<file path="config.mk">
export PLATFORM = sky130hd
export DESIGN_NAME = serial_port_ctrl
export DESIGN_NICKNAME = d
export VERILOG_FILES = /design/src/logic/serial_port_pkg.sv /design/src/logic/rx_holding_reg.sv /design/src/logic/pin_sync.sv /design/src/logic/serial_port_ctrl.sv
export SDC_FILE = /design/constraint.sdc
export NUM_CORES = 1
export LEC_CHECK = 0
export ABC_AREA = 0
export BUFFER_PORTS_ARGS = -buffer_cell sky130_fd_sc_hd__buf_4
export CORE_MARGIN = 1.5
export CORE_UTILIZATION = 40
export DETAILED_ROUTE_END_ITERATION = 8
export PLACE_DENSITY_LB_ADDON = 0.25
export SLEW_MARGIN = 20
export SYNTH_ARGS = -nofsm -noshare
export SYNTH_HDL_FRONTEND = slang
export SYNTH_SLANG_ARGS = --single-unit
</file>
<file path="constraint.sdc">
create_clock -name sys_clk_in -period 3.5 [get_ports sys_clk_in]
set_input_delay 1.05 -clock sys_clk_in [delete_from_list [all_inputs] [get_ports sys_clk_in]]
set_output_delay 1.05 -clock sys_clk_in [all_outputs]
set_load 0.03 [all_outputs]
</file>
<file path="src/logic/serial_port_pkg.sv">
package serial_port_pkg;

	// ****************************************************************
	// Register map
	// ****************************************************************
	localparam logic [7:0] CONTROL_OFFSET = 8'h14;
	localparam logic [7:0] BUFFER_OFFSET = 8'h18;
	localparam logic [7:0] STATUS_OFFSET = 8'h1C;
	localparam logic [7:0] IRQ_STATUS_OFFSET = 8'h20;
	localparam logic [7:0] IRQ_MASK_OFFSET = 8'h24;
	localparam logic [7:0] CONTROL_RESET = 8'h00;

	// ****************************************************************
	// Control field positions
	// ****************************************************************
	localparam int WRITE_COLLISION_FLAG_POS = 7;
	localparam int ROV_POS = 6;
	localparam int EN_POS = 5;
	localparam int CKP_POS = 4;

	// ****************************************************************
	// Mode codes and divider counts
	// ****************************************************************
	localparam logic [3:0] MODE_MASTER_DIV4 = 4'h0;
	localparam logic [3:0] MODE_MASTER_DIV16 = 4'h1;
	localparam logic [3:0] MODE_MASTER_DIV64 = 4'h2;
	localparam logic [3:0] MODE_SLAVE_SEL = 4'h4;
	localparam logic [3:0] MODE_SLAVE_NOSEL = 4'h5;
	// Half periods of the serial clock in system cycles, less one
	localparam logic [4:0] HALF_DIV4 = 5'h01;
	localparam logic [4:0] HALF_DIV16 = 5'h07;
	localparam logic [4:0] HALF_DIV64 = 5'h1F;

	// Interrupt event bits
	localparam int EV_DONE = 0;
	localparam int EV_WRITE_COLLISION_FLAG = 1;
	localparam int EV_ROV = 2;

	// Control register as software sees it
	typedef struct packed {
		logic write_collision_flag;
		logic rov;
		logic enable;
		logic clock_polarity_bit;
		logic [3:0] mode;
	} control_t;

	// Serial pins toward the outside
	typedef struct packed {
		logic sck;
		logic sdo;
	} spi_out_t;

endpackage

</file>
<file path="src/logic/rx_holding_reg.sv">
`timescale 1ns/1ps
// Transfer buffer storage; read data always come from a register
module rx_holding_reg #(
	parameter int WIDTH = 8
) (
	input wire logic sys_clk_in,
	input wire logic resetn_in,
	input wire logic load_in,
	input wire logic [WIDTH-1:0] data_in,
	output logic [WIDTH-1:0] data_out
);

	// Load on request only
	always_ff @(posedge sys_clk_in)
	begin
		if (!resetn_in)
			data_out <= '0;
		else if (load_in)
			data_out <= data_in;
	end

endmodule // rx_holding_reg

</file>
<file path="src/logic/pin_sync.sv">
`timescale 1ns/1ps
// Two-flop synchroniser for pin inputs
module pin_sync #(
	parameter int WIDTH = 3
) (
	input wire logic sys_clk_in,
	input wire logic resetn_in,
	input wire logic [WIDTH-1:0] pin_in,
	output logic [WIDTH-1:0] sync_out
);

	logic [WIDTH-1:0] meta_r;

	// First stage is read only by the second
	always_ff @(posedge sys_clk_in)
	begin
		if (!resetn_in)
		begin
			meta_r <= '0;
			sync_out <= '0;
		end
		else
		begin
			meta_r <= pin_in;
			sync_out <= meta_r;
		end
	end

endmodule // pin_sync

</file>
<file path="src/logic/serial_port_ctrl.sv">
// Register access over Avalon-MM was left to the implementer.
`timescale 1ns/1ps
// How it works
// - New byte with unread buffer flags overflow
// - On overflow keep old byte, drop new
// - Overflow only flagged in slave mode
// - Enable hands clock and data pins to port
// - Control bits read/write, zero after reset
// - Enable cleared returns pins to general use
// - Polarity sets idle level and data edges
// - Modes 0,1,2 are master at osc/4,16,64
// - Buffer full set on byte, cleared on read
module serial_port_ctrl (
	input wire logic sys_clk_in,
	input wire logic resetn_in,
	// Avalon-MM slave
	input wire logic [7:0] avs_address_in,
	input wire logic avs_read_in,
	input wire logic avs_write_in,
	input wire logic [31:0] avs_writedata_in,
	input wire logic [3:0] avs_byteenable_in,
	output logic [31:0] avs_readdata_out,
	output logic avs_waitrequest_out,
	output logic avs_readdatavalid_out,
	// Serial pins
	input wire logic sck_pin_in,
	input wire logic sdi_pin_in,
	input wire logic ss_n_pin_in,
	output serial_port_pkg::spi_out_t spi_out,
	output logic sck_oe_n_out,
	output logic sdo_oe_n_out,
	output logic pins_serial_out,
	output logic irq_out
);
	import serial_port_pkg::*;

	// ****************************************************************
	// Declarations
	// ****************************************************************
	control_t ctrl_r;
	logic [7:0] shift_r;
	logic [7:0] tx_r;
	logic [3:0] bits_r;
	logic busy_r;
	logic full_r;
	logic sck_r;
	logic sck_prev_r;
	logic [4:0] div_r;
	logic [2:0] irq_stat_r;
	logic [2:0] irq_mask_r;
	logic ack_r;
	logic [31:0] rdata_r;
	logic [7:0] buf_q;
	logic [2:0] pins_s;
	logic sck_s, sdi_s, ssn_s;
	logic sck_s_prev_r;

	pin_sync #(.WIDTH(3)) u_sync (
		.sys_clk_in(sys_clk_in),
		.resetn_in(resetn_in),
		.pin_in({sck_pin_in, sdi_pin_in, ss_n_pin_in}),
		.sync_out(pins_s)
	);
	assign sck_s = pins_s[2];
	assign sdi_s = pins_s[1];
	assign ssn_s = pins_s[0];

	// ****************************************************************
	// Bus decode
	// ****************************************************************
	// One wait cycle per access: the answer comes from registers
	wire access = (avs_read_in | avs_write_in) & !ack_r;
	wire wr_go = avs_write_in & !ack_r;
	wire rd_go = avs_read_in & !ack_r;
	wire sel_ctrl = avs_address_in == CONTROL_OFFSET;
	wire sel_buf = avs_address_in == BUFFER_OFFSET;
	wire sel_stat = avs_address_in == STATUS_OFFSET;
	wire sel_istat = avs_address_in == IRQ_STATUS_OFFSET;
	wire sel_imask = avs_address_in == IRQ_MASK_OFFSET;
	wire be0 = avs_byteenable_in[0];
	wire wr_ctrl = wr_go & sel_ctrl & be0;
	wire wr_buf = wr_go & sel_buf & be0;
	wire rd_buf = rd_go & sel_buf;
	wire rd_istat = rd_go & sel_istat;
	control_t wctrl;
	assign wctrl = control_t'(avs_writedata_in[7:0]);

	// ****************************************************************
	// Mode decode
	// ****************************************************************
	wire is_master = (ctrl_r.mode == MODE_MASTER_DIV4) | (ctrl_r.mode == MODE_MASTER_DIV16)
		| (ctrl_r.mode == MODE_MASTER_DIV64);
	wire is_slave = (ctrl_r.mode == MODE_SLAVE_SEL) | (ctrl_r.mode == MODE_SLAVE_NOSEL);
	wire slave_sel = (ctrl_r.mode == MODE_SLAVE_NOSEL) | !ssn_s;
	wire [4:0] half_cnt = (ctrl_r.mode == MODE_MASTER_DIV16) ? HALF_DIV16 :
		(ctrl_r.mode == MODE_MASTER_DIV64) ? HALF_DIV64 : HALF_DIV4;
	wire run = ctrl_r.enable & (is_master | is_slave);

	// Master clock divider: one-cycle enable pulse per half period
	wire half_tick = busy_r & is_master & (div_r == half_cnt);

	// Slave edges seen on the synchronised clock; the active edge leaves idle
	wire s_edge = is_slave & slave_sel & (sck_s != sck_s_prev_r);
	wire s_lead = s_edge & (sck_s != ctrl_r.clock_polarity_bit); // Leaving idle level
	wire s_trail = s_edge & (sck_s == ctrl_r.clock_polarity_bit); // Returning to idle

	// Master drives its own clock: leading edge when it leaves idle
	wire m_lead = half_tick & (sck_r == ctrl_r.clock_polarity_bit);
	wire m_trail = half_tick & (sck_r != ctrl_r.clock_polarity_bit);

	// Receive on the edge back to idle, transmit on the edge leaving idle
	// Polarity clear: receive falling, transmit rising; set: the reverse
	// The first leading edge does not shift, so bit 7 stands for the first sample
	wire samp = m_trail | s_trail;
	wire shft = (m_lead | s_lead) & (bits_r != 4'h0);
	wire byte_done = samp & (bits_r == 4'h7);

	// Overflow: byte ends in slave mode while buffer still unread
	wire ovf = byte_done & full_r & is_slave;
	wire collide = wr_buf & busy_r;
	wire buf_load = byte_done & !full_r;

	rx_holding_reg #(.WIDTH(8)) u_buf (
		.sys_clk_in(sys_clk_in),
		.resetn_in(resetn_in),
		.load_in(buf_load),
		.data_in({shift_r[6:0], sdi_s}),
		.data_out(buf_q)
	);

	// ****************************************************************
	// Control register
	// ****************************************************************
	// Set wins over a software clear in the same cycle
	always_ff @(posedge sys_clk_in)
	begin
		if (!resetn_in)
			ctrl_r <= control_t'(CONTROL_RESET);
		else
		begin
			if (wr_ctrl)
				ctrl_r <= wctrl;
			if (collide | (wr_ctrl & wctrl.write_collision_flag))
				ctrl_r.write_collision_flag <= (wr_ctrl & wctrl.write_collision_flag) | collide | (!wr_ctrl & ctrl_r.write_collision_flag);
			if (ovf)
				ctrl_r.rov <= 1'b1;
		end
	end

	// ****************************************************************
	// Shift engine
	// ****************************************************************
	// Disabled port abandons any transfer and empties the buffer
	always_ff @(posedge sys_clk_in)
	begin
		if (!resetn_in || !run)
		begin
			shift_r <= 8'h00;
			tx_r <= 8'h00;
			bits_r <= 4'h0;
			busy_r <= 1'b0;
			full_r <= 1'b0;
			div_r <= 5'h00;
			sck_r <= 1'b0;
		end
		else
		begin
			sck_r <= busy_r & is_master ? (half_tick ? !sck_r : sck_r) : ctrl_r.clock_polarity_bit;
			div_r <= (half_tick | !busy_r) ? 5'h00 : div_r + 5'h01;
			if (wr_buf & !busy_r)
			begin
				tx_r <= avs_writedata_in[7:0];
				busy_r <= is_master;
				bits_r <= 4'h0;
			end
			else if (is_slave & slave_sel & !busy_r & s_edge)
				busy_r <= 1'b1;
			if (shft)
				tx_r <= {tx_r[6:0], 1'b0};
			if (samp)
			begin
				shift_r <= {shift_r[6:0], sdi_s};
				bits_r <= bits_r + 4'h1;
			end
			if (byte_done)
			begin
				bits_r <= 4'h0;
				busy_r <= 1'b0;
			end
			// Read empties, a new byte fills; the fill wins
			if (buf_load)
				full_r <= 1'b1;
			else if (rd_buf)
				full_r <= 1'b0;
		end
	end

	// ****************************************************************
	// Pins and interrupts
	// ****************************************************************
	always_ff @(posedge sys_clk_in)
	begin
		if (!resetn_in)
		begin
			spi_out <= '0;
			sck_oe_n_out <= 1'b1;
			sdo_oe_n_out <= 1'b1;
			pins_serial_out <= 1'b0;
			sck_s_prev_r <= 1'b0;
		end
		else
		begin
			sck_s_prev_r <= sck_s;
			pins_serial_out <= ctrl_r.enable;
			spi_out.sck <= sck_r;
			spi_out.sdo <= tx_r[7];
			sck_oe_n_out <= !(ctrl_r.enable & is_master);
			sdo_oe_n_out <= !(ctrl_r.enable & (is_master | slave_sel));
		end
	end

	// Sticky event bits, cleared by a read; an event in that cycle survives
	wire [2:0] events = {ovf, collide, byte_done};
	always_ff @(posedge sys_clk_in)
	begin
		if (!resetn_in)
		begin
			irq_stat_r <= 3'h0;
			irq_mask_r <= 3'h0;
			irq_out <= 1'b0;
		end
		else
		begin
			irq_stat_r <= (rd_istat ? 3'h0 : irq_stat_r) | events;
			if (wr_go & sel_imask & be0)
				irq_mask_r <= avs_writedata_in[2:0];
			irq_out <= |(irq_stat_r & irq_mask_r);
		end
	end

	// ****************************************************************
	// Bus answer
	// ****************************************************************
	wire [31:0] rmux = sel_ctrl ? {24'h0, ctrl_r} : sel_buf ? {24'h0, buf_q} :
		sel_stat ? {30'h0, busy_r, full_r} : sel_istat ? {29'h0, irq_stat_r} :
		sel_imask ? {29'h0, irq_mask_r} : 32'h0;
	always_ff @(posedge sys_clk_in)
	begin
		if (!resetn_in)
		begin
			ack_r <= 1'b0;
			avs_waitrequest_out <= 1'b1;
			rdata_r <= 32'h0;
			avs_readdatavalid_out <= 1'b0;
		end
		else
		begin
			ack_r <= access;
			avs_waitrequest_out <= !access; // Low for the one answer cycle
			avs_readdatavalid_out <= rd_go;
			if (rd_go)
				rdata_r <= rmux;
		end
	end
	assign avs_readdata_out = rdata_r;

endmodule // serial_port_ctrl

</file>
==> impl_metrics.csv <==
group,metric,value,unit
sta,drv_slew,0,
routing,post_drt_via_cell_ratio,5.35,
worst_setup_path,timing.critical_path.cells,"buf_4 > or4b_1 > nor3_2 > a221oi_1 > a2111oi_0 > o21a_1",
cts,tritoncts,"built",
pwr,static-leakage-power,1.47,nW
global_routing,grt_first_pass_wirelength,13.2,mm
worst_setup_path,endpoint_kind,"flip-flop",
cts,cts_sinks,73,
sta,max_slew.worst_pin.slew,725,ps
place,detailedPlacementHpwl,5.79,mm
sta,period_share,74.5,%
sta,timing_hold_violations_final,0,
sta,worst_case_hold_slack,434,ps
worst_setup_path,slowest_delay,580,ps
worst_setup_path,worst_setup_path_startpoint,"avs_address_in[3]",
sta,worst_slew_margin_rel,51.6,%
worst_setup_path,worst_path_dominant_cell_family,"simple AND/OR/NAND/NOR gates",
cts,numCtsBuffers,9,
worst_setup_path,critical_path.max_fanout,6,
synth,syn_avg_cell_area,9.12,um2
floorplan,placementRows,34,
cells_and_area,proportion_of_layout_cells_with_a_drive_suffix_above_1,17.6,%
worst_setup_path,wp_data_arrival,2900,ps
hold_path,worstHoldPathType,"reg -> reg",
pwr,totalPowerFinal,1.53,mW
worst_setup_path,path_class,"in -> reg",
floorplan,die_height,97.9,um
global_routing,grt.overflow.total,0,
routing,ant_nets,0,
routing,via_count,2882,
synth,seq_area_frac_synth,40.6,%
worst_setup_path,critPathLaunchType,"input port",
synth,synthMostInstantiatedCell,"sky130_fd_sc_hd__dfxtp_1",
pwr,peakVddDrop,164,uV
cells_and_area,area.sequential,1460,um2
synth,synthesis.area,3600,um2
synth,synthTopCellsByArea,"sky130_fd_sc_hd__dfxtp_1 41%, sky130_fd_sc_hd__buf_4 5.8%, sky130_fd_sc_hd__nand2_1 5.1%, sky130_fd_sc_hd__mux2i_1 5.0%, sky130_fd_sc_hd__a21oi_1 4.3%",
floorplan,die_area,9590,um2
routing,detail_route.drc_violations,0,
floorplan,floorplan.initialDensity,41.3,%
synth,synth_cells,395,
place,gpl.final_weighted_congestion,0.769,
cells_and_area,final_net_count,480,
synth,yosys_warnings,0,
cts,clockBufferDepth,2,
worst_setup_path,r2r_slack,1250,ps
synth,synth.lib_cells_used.distinct,65,
place,io_buffer_count,39,
synth,ys_async_sr_fraction,0,%
sta,fin_crit,2610,ps
job,timing.max_cap.violations,0,
cells_and_area,relative_area_change_from_synthesis_to_final_layout,11.1,%
cts,hold_buffers,0,
cts,ctsResizeCount,0,
worst_setup_path,launch_instance_of_the_worst_register_to_register_path,"ctrl_r[1]",
cells_and_area,antenna_cells,0,
floorplan,core_area,8720,um2
worst_setup_path,worstSetupEndpoint,"avs_readdata_out[0]",
global_routing,grt_pass1_vias,2659,
worst_setup_path,worst-path-buf-inv,1,
routing,routed_wirelength,8.05,mm
cts,clock_latency,340,ps
routing,drt_first_iter_violations,160,
worst_setup_path,endpoint_of_the_most_critical_register_to_register_path,"u_buf.data_out[4]",
global_routing,global_route.usage.total,17.2,%
sta,rsz0062_at_grt,"false",
synth,synth_ff_type,"sky130_fd_sc_hd__dfxtp_1",
sta,max_freq,0.384,GHz
worst_setup_path,critical-path-slowest-cell,"sky130_fd_sc_hd__or4b_1",
cts,cts_setup_buffers,0,
pwr,power.density_cell_area,381,nW/um2
cells_and_area,fillerInstances,867,
synth,synth_largest_type_area_fraction,40.6,%
global_routing,antenna_found_initial,0,
routing,dr.pass1.iters,4,
synth,post_synthesis_cell_type_with_the_largest_combined_area,"sky130_fd_sc_hd__dfxtp_1",
run_status,outcome,"finished, final reports clean",
floorplan,io_pins,91,
synth,post_synth_most_frequent_cells,"73 x sky130_fd_sc_hd__dfxtp_1, 49 x sky130_fd_sc_hd__nand2_1, 31 x sky130_fd_sc_hd__a21oi_1, 28 x sky130_fd_sc_hd__buf_4, 25 x sky130_fd_sc_hd__nand3_1",
worst_setup_path,cp.required,3790,ps
cts,cts_root_buffer,"sky130_fd_sc_hd__clkbuf_8",
floorplan,die_w,97.9,um
sta,report.final.setup_viol,0,
cells_and_area,multiInputGateArea,1880,um2
global_routing,grt_max_degree,32,
cts,clk_pin_slew_worst_paths,70,ps
worst_setup_path,critical_path_depth,6,
sta,fin_setup_tns,0,ps
synth,synth_enable_flop_cells,0,
sta,finalClockSkew,7.59,ps
cells_and_area,finish.utilization,45.9,%
worst_setup_path,r2r_cells,6,
cts,cts_h_tree_depth,3,
synth,ys_seq_elements,73,
routing,post_drt_wl_per_cell,14.9,um
==> stage by stage <==
| step | std cells | instance area (um2) | setup slack, ps |
|---|---|---|---|
| finish | 539 | 4010 | 894 |
| CTS | 539 | 4010 | 895 |
| global placement | 523 | 3830 | 569 |
| global route | 539 | 4010 | 789 |
| detailed placement | 523 | 3830 | 530 |
| floorplan | 418 | 3690 | 770 |
==> routing by layer <==
metal	vias to the layer above	share of wire, %	GRT usage, %
met5	-	0	0
met3	9	4.6	4.94
met2	66	47	27.6
met4	0	0.99	5.49
met1	1370	47	22.5
li1	1437	-	-
==> how the worst min path moves through the flow <==
stage | start | endpoint | depth (start not counted) | slack, ps
after global placement | u_sync.meta_r[2] | u_sync.sync_out[2] | 1 | 410
final | u_sync.meta_r[0] | u_sync.sync_out[0] | 1 | 430
after CTS | u_sync.meta_r[1] | u_sync.sync_out[1] | 1 | 440
after global routing | u_sync.meta_r[2] | u_sync.sync_out[2] | 1 | 450
after detailed placement | u_sync.meta_r[1] | u_sync.sync_out[1] | 1 | 420
after floorplan | u_sync.meta_r[0] | u_sync.sync_out[0] | 1 | 410
==> report_power, final <==
part	switching (mW)	internal [mW]
logic	0.0737	0.0286
registers	0.00359	0.836
clock network	0.290	0.293
total	0.367	1.16
==> sequential cells by signal, summed over array words and instances, names as in the netlist, 2 cells and up <==
name / count
bits_r: 4
irq_stat_r: 3
shift_r: 7
ctrl_r: 8
u_sync.meta_r: 3
spi_out: 2
avs_readdata_out: 8
div_r: 5
tx_r: 8
u_buf.data_out: 8
u_sync.sync_out: 3
irq_mask_r: 3
==> final cells by class <==
type,count,share of cell area [%]
multi-input combinational,292,47.0
sequential,73,36.5
timing repair buffer,44,8.25
clock buffer,13,3.97
tap,108,3.37
inverter,6,0.562
clock inverter,3,0.375
==> layout by cell type, fill, tap and decap left out, types with 4 or more instances in the layout <==
cell and instances:
sky130_fd_sc_hd__o21a_1 4, sky130_fd_sc_hd__a21oi_1 31, sky130_fd_sc_hd__nand3_1 25, sky130_fd_sc_hd__o211a_1 8
sky130_fd_sc_hd__nand3b_1 4, sky130_fd_sc_hd__buf_4 44, sky130_fd_sc_hd__nor2_1 15, sky130_fd_sc_hd__clkbuf_8 11
sky130_fd_sc_hd__dfxtp_1 73, sky130_fd_sc_hd__conb_1 24, sky130_fd_sc_hd__a32oi_1 5, sky130_fd_sc_hd__o211ai_1 12
sky130_fd_sc_hd__o21ai_0 10, sky130_fd_sc_hd__or4b_1 4, sky130_fd_sc_hd__nand2_1 49, sky130_fd_sc_hd__mux2i_1 18
sky130_fd_sc_hd__nor2b_1 4, sky130_fd_sc_hd__inv_1 6, sky130_fd_sc_hd__and2_1 10, sky130_fd_sc_hd__xor2_1 4
sky130_fd_sc_hd__nand2b_1 4
==> cells by family after synthesis <==
group | synth area share (%)
AND/OR/NAND/NOR | 21.9
AO/OA/AOI/OAI | 19.6
flip-flops | 40.6
buffers and inverters | 9.62
multiplexers | 5.69
XOR/XNOR | 1.46
adder cells (fa/ha/maj) | 1.04
other | 0.104
No activity file was read; power rests on OpenSTA's default activity.
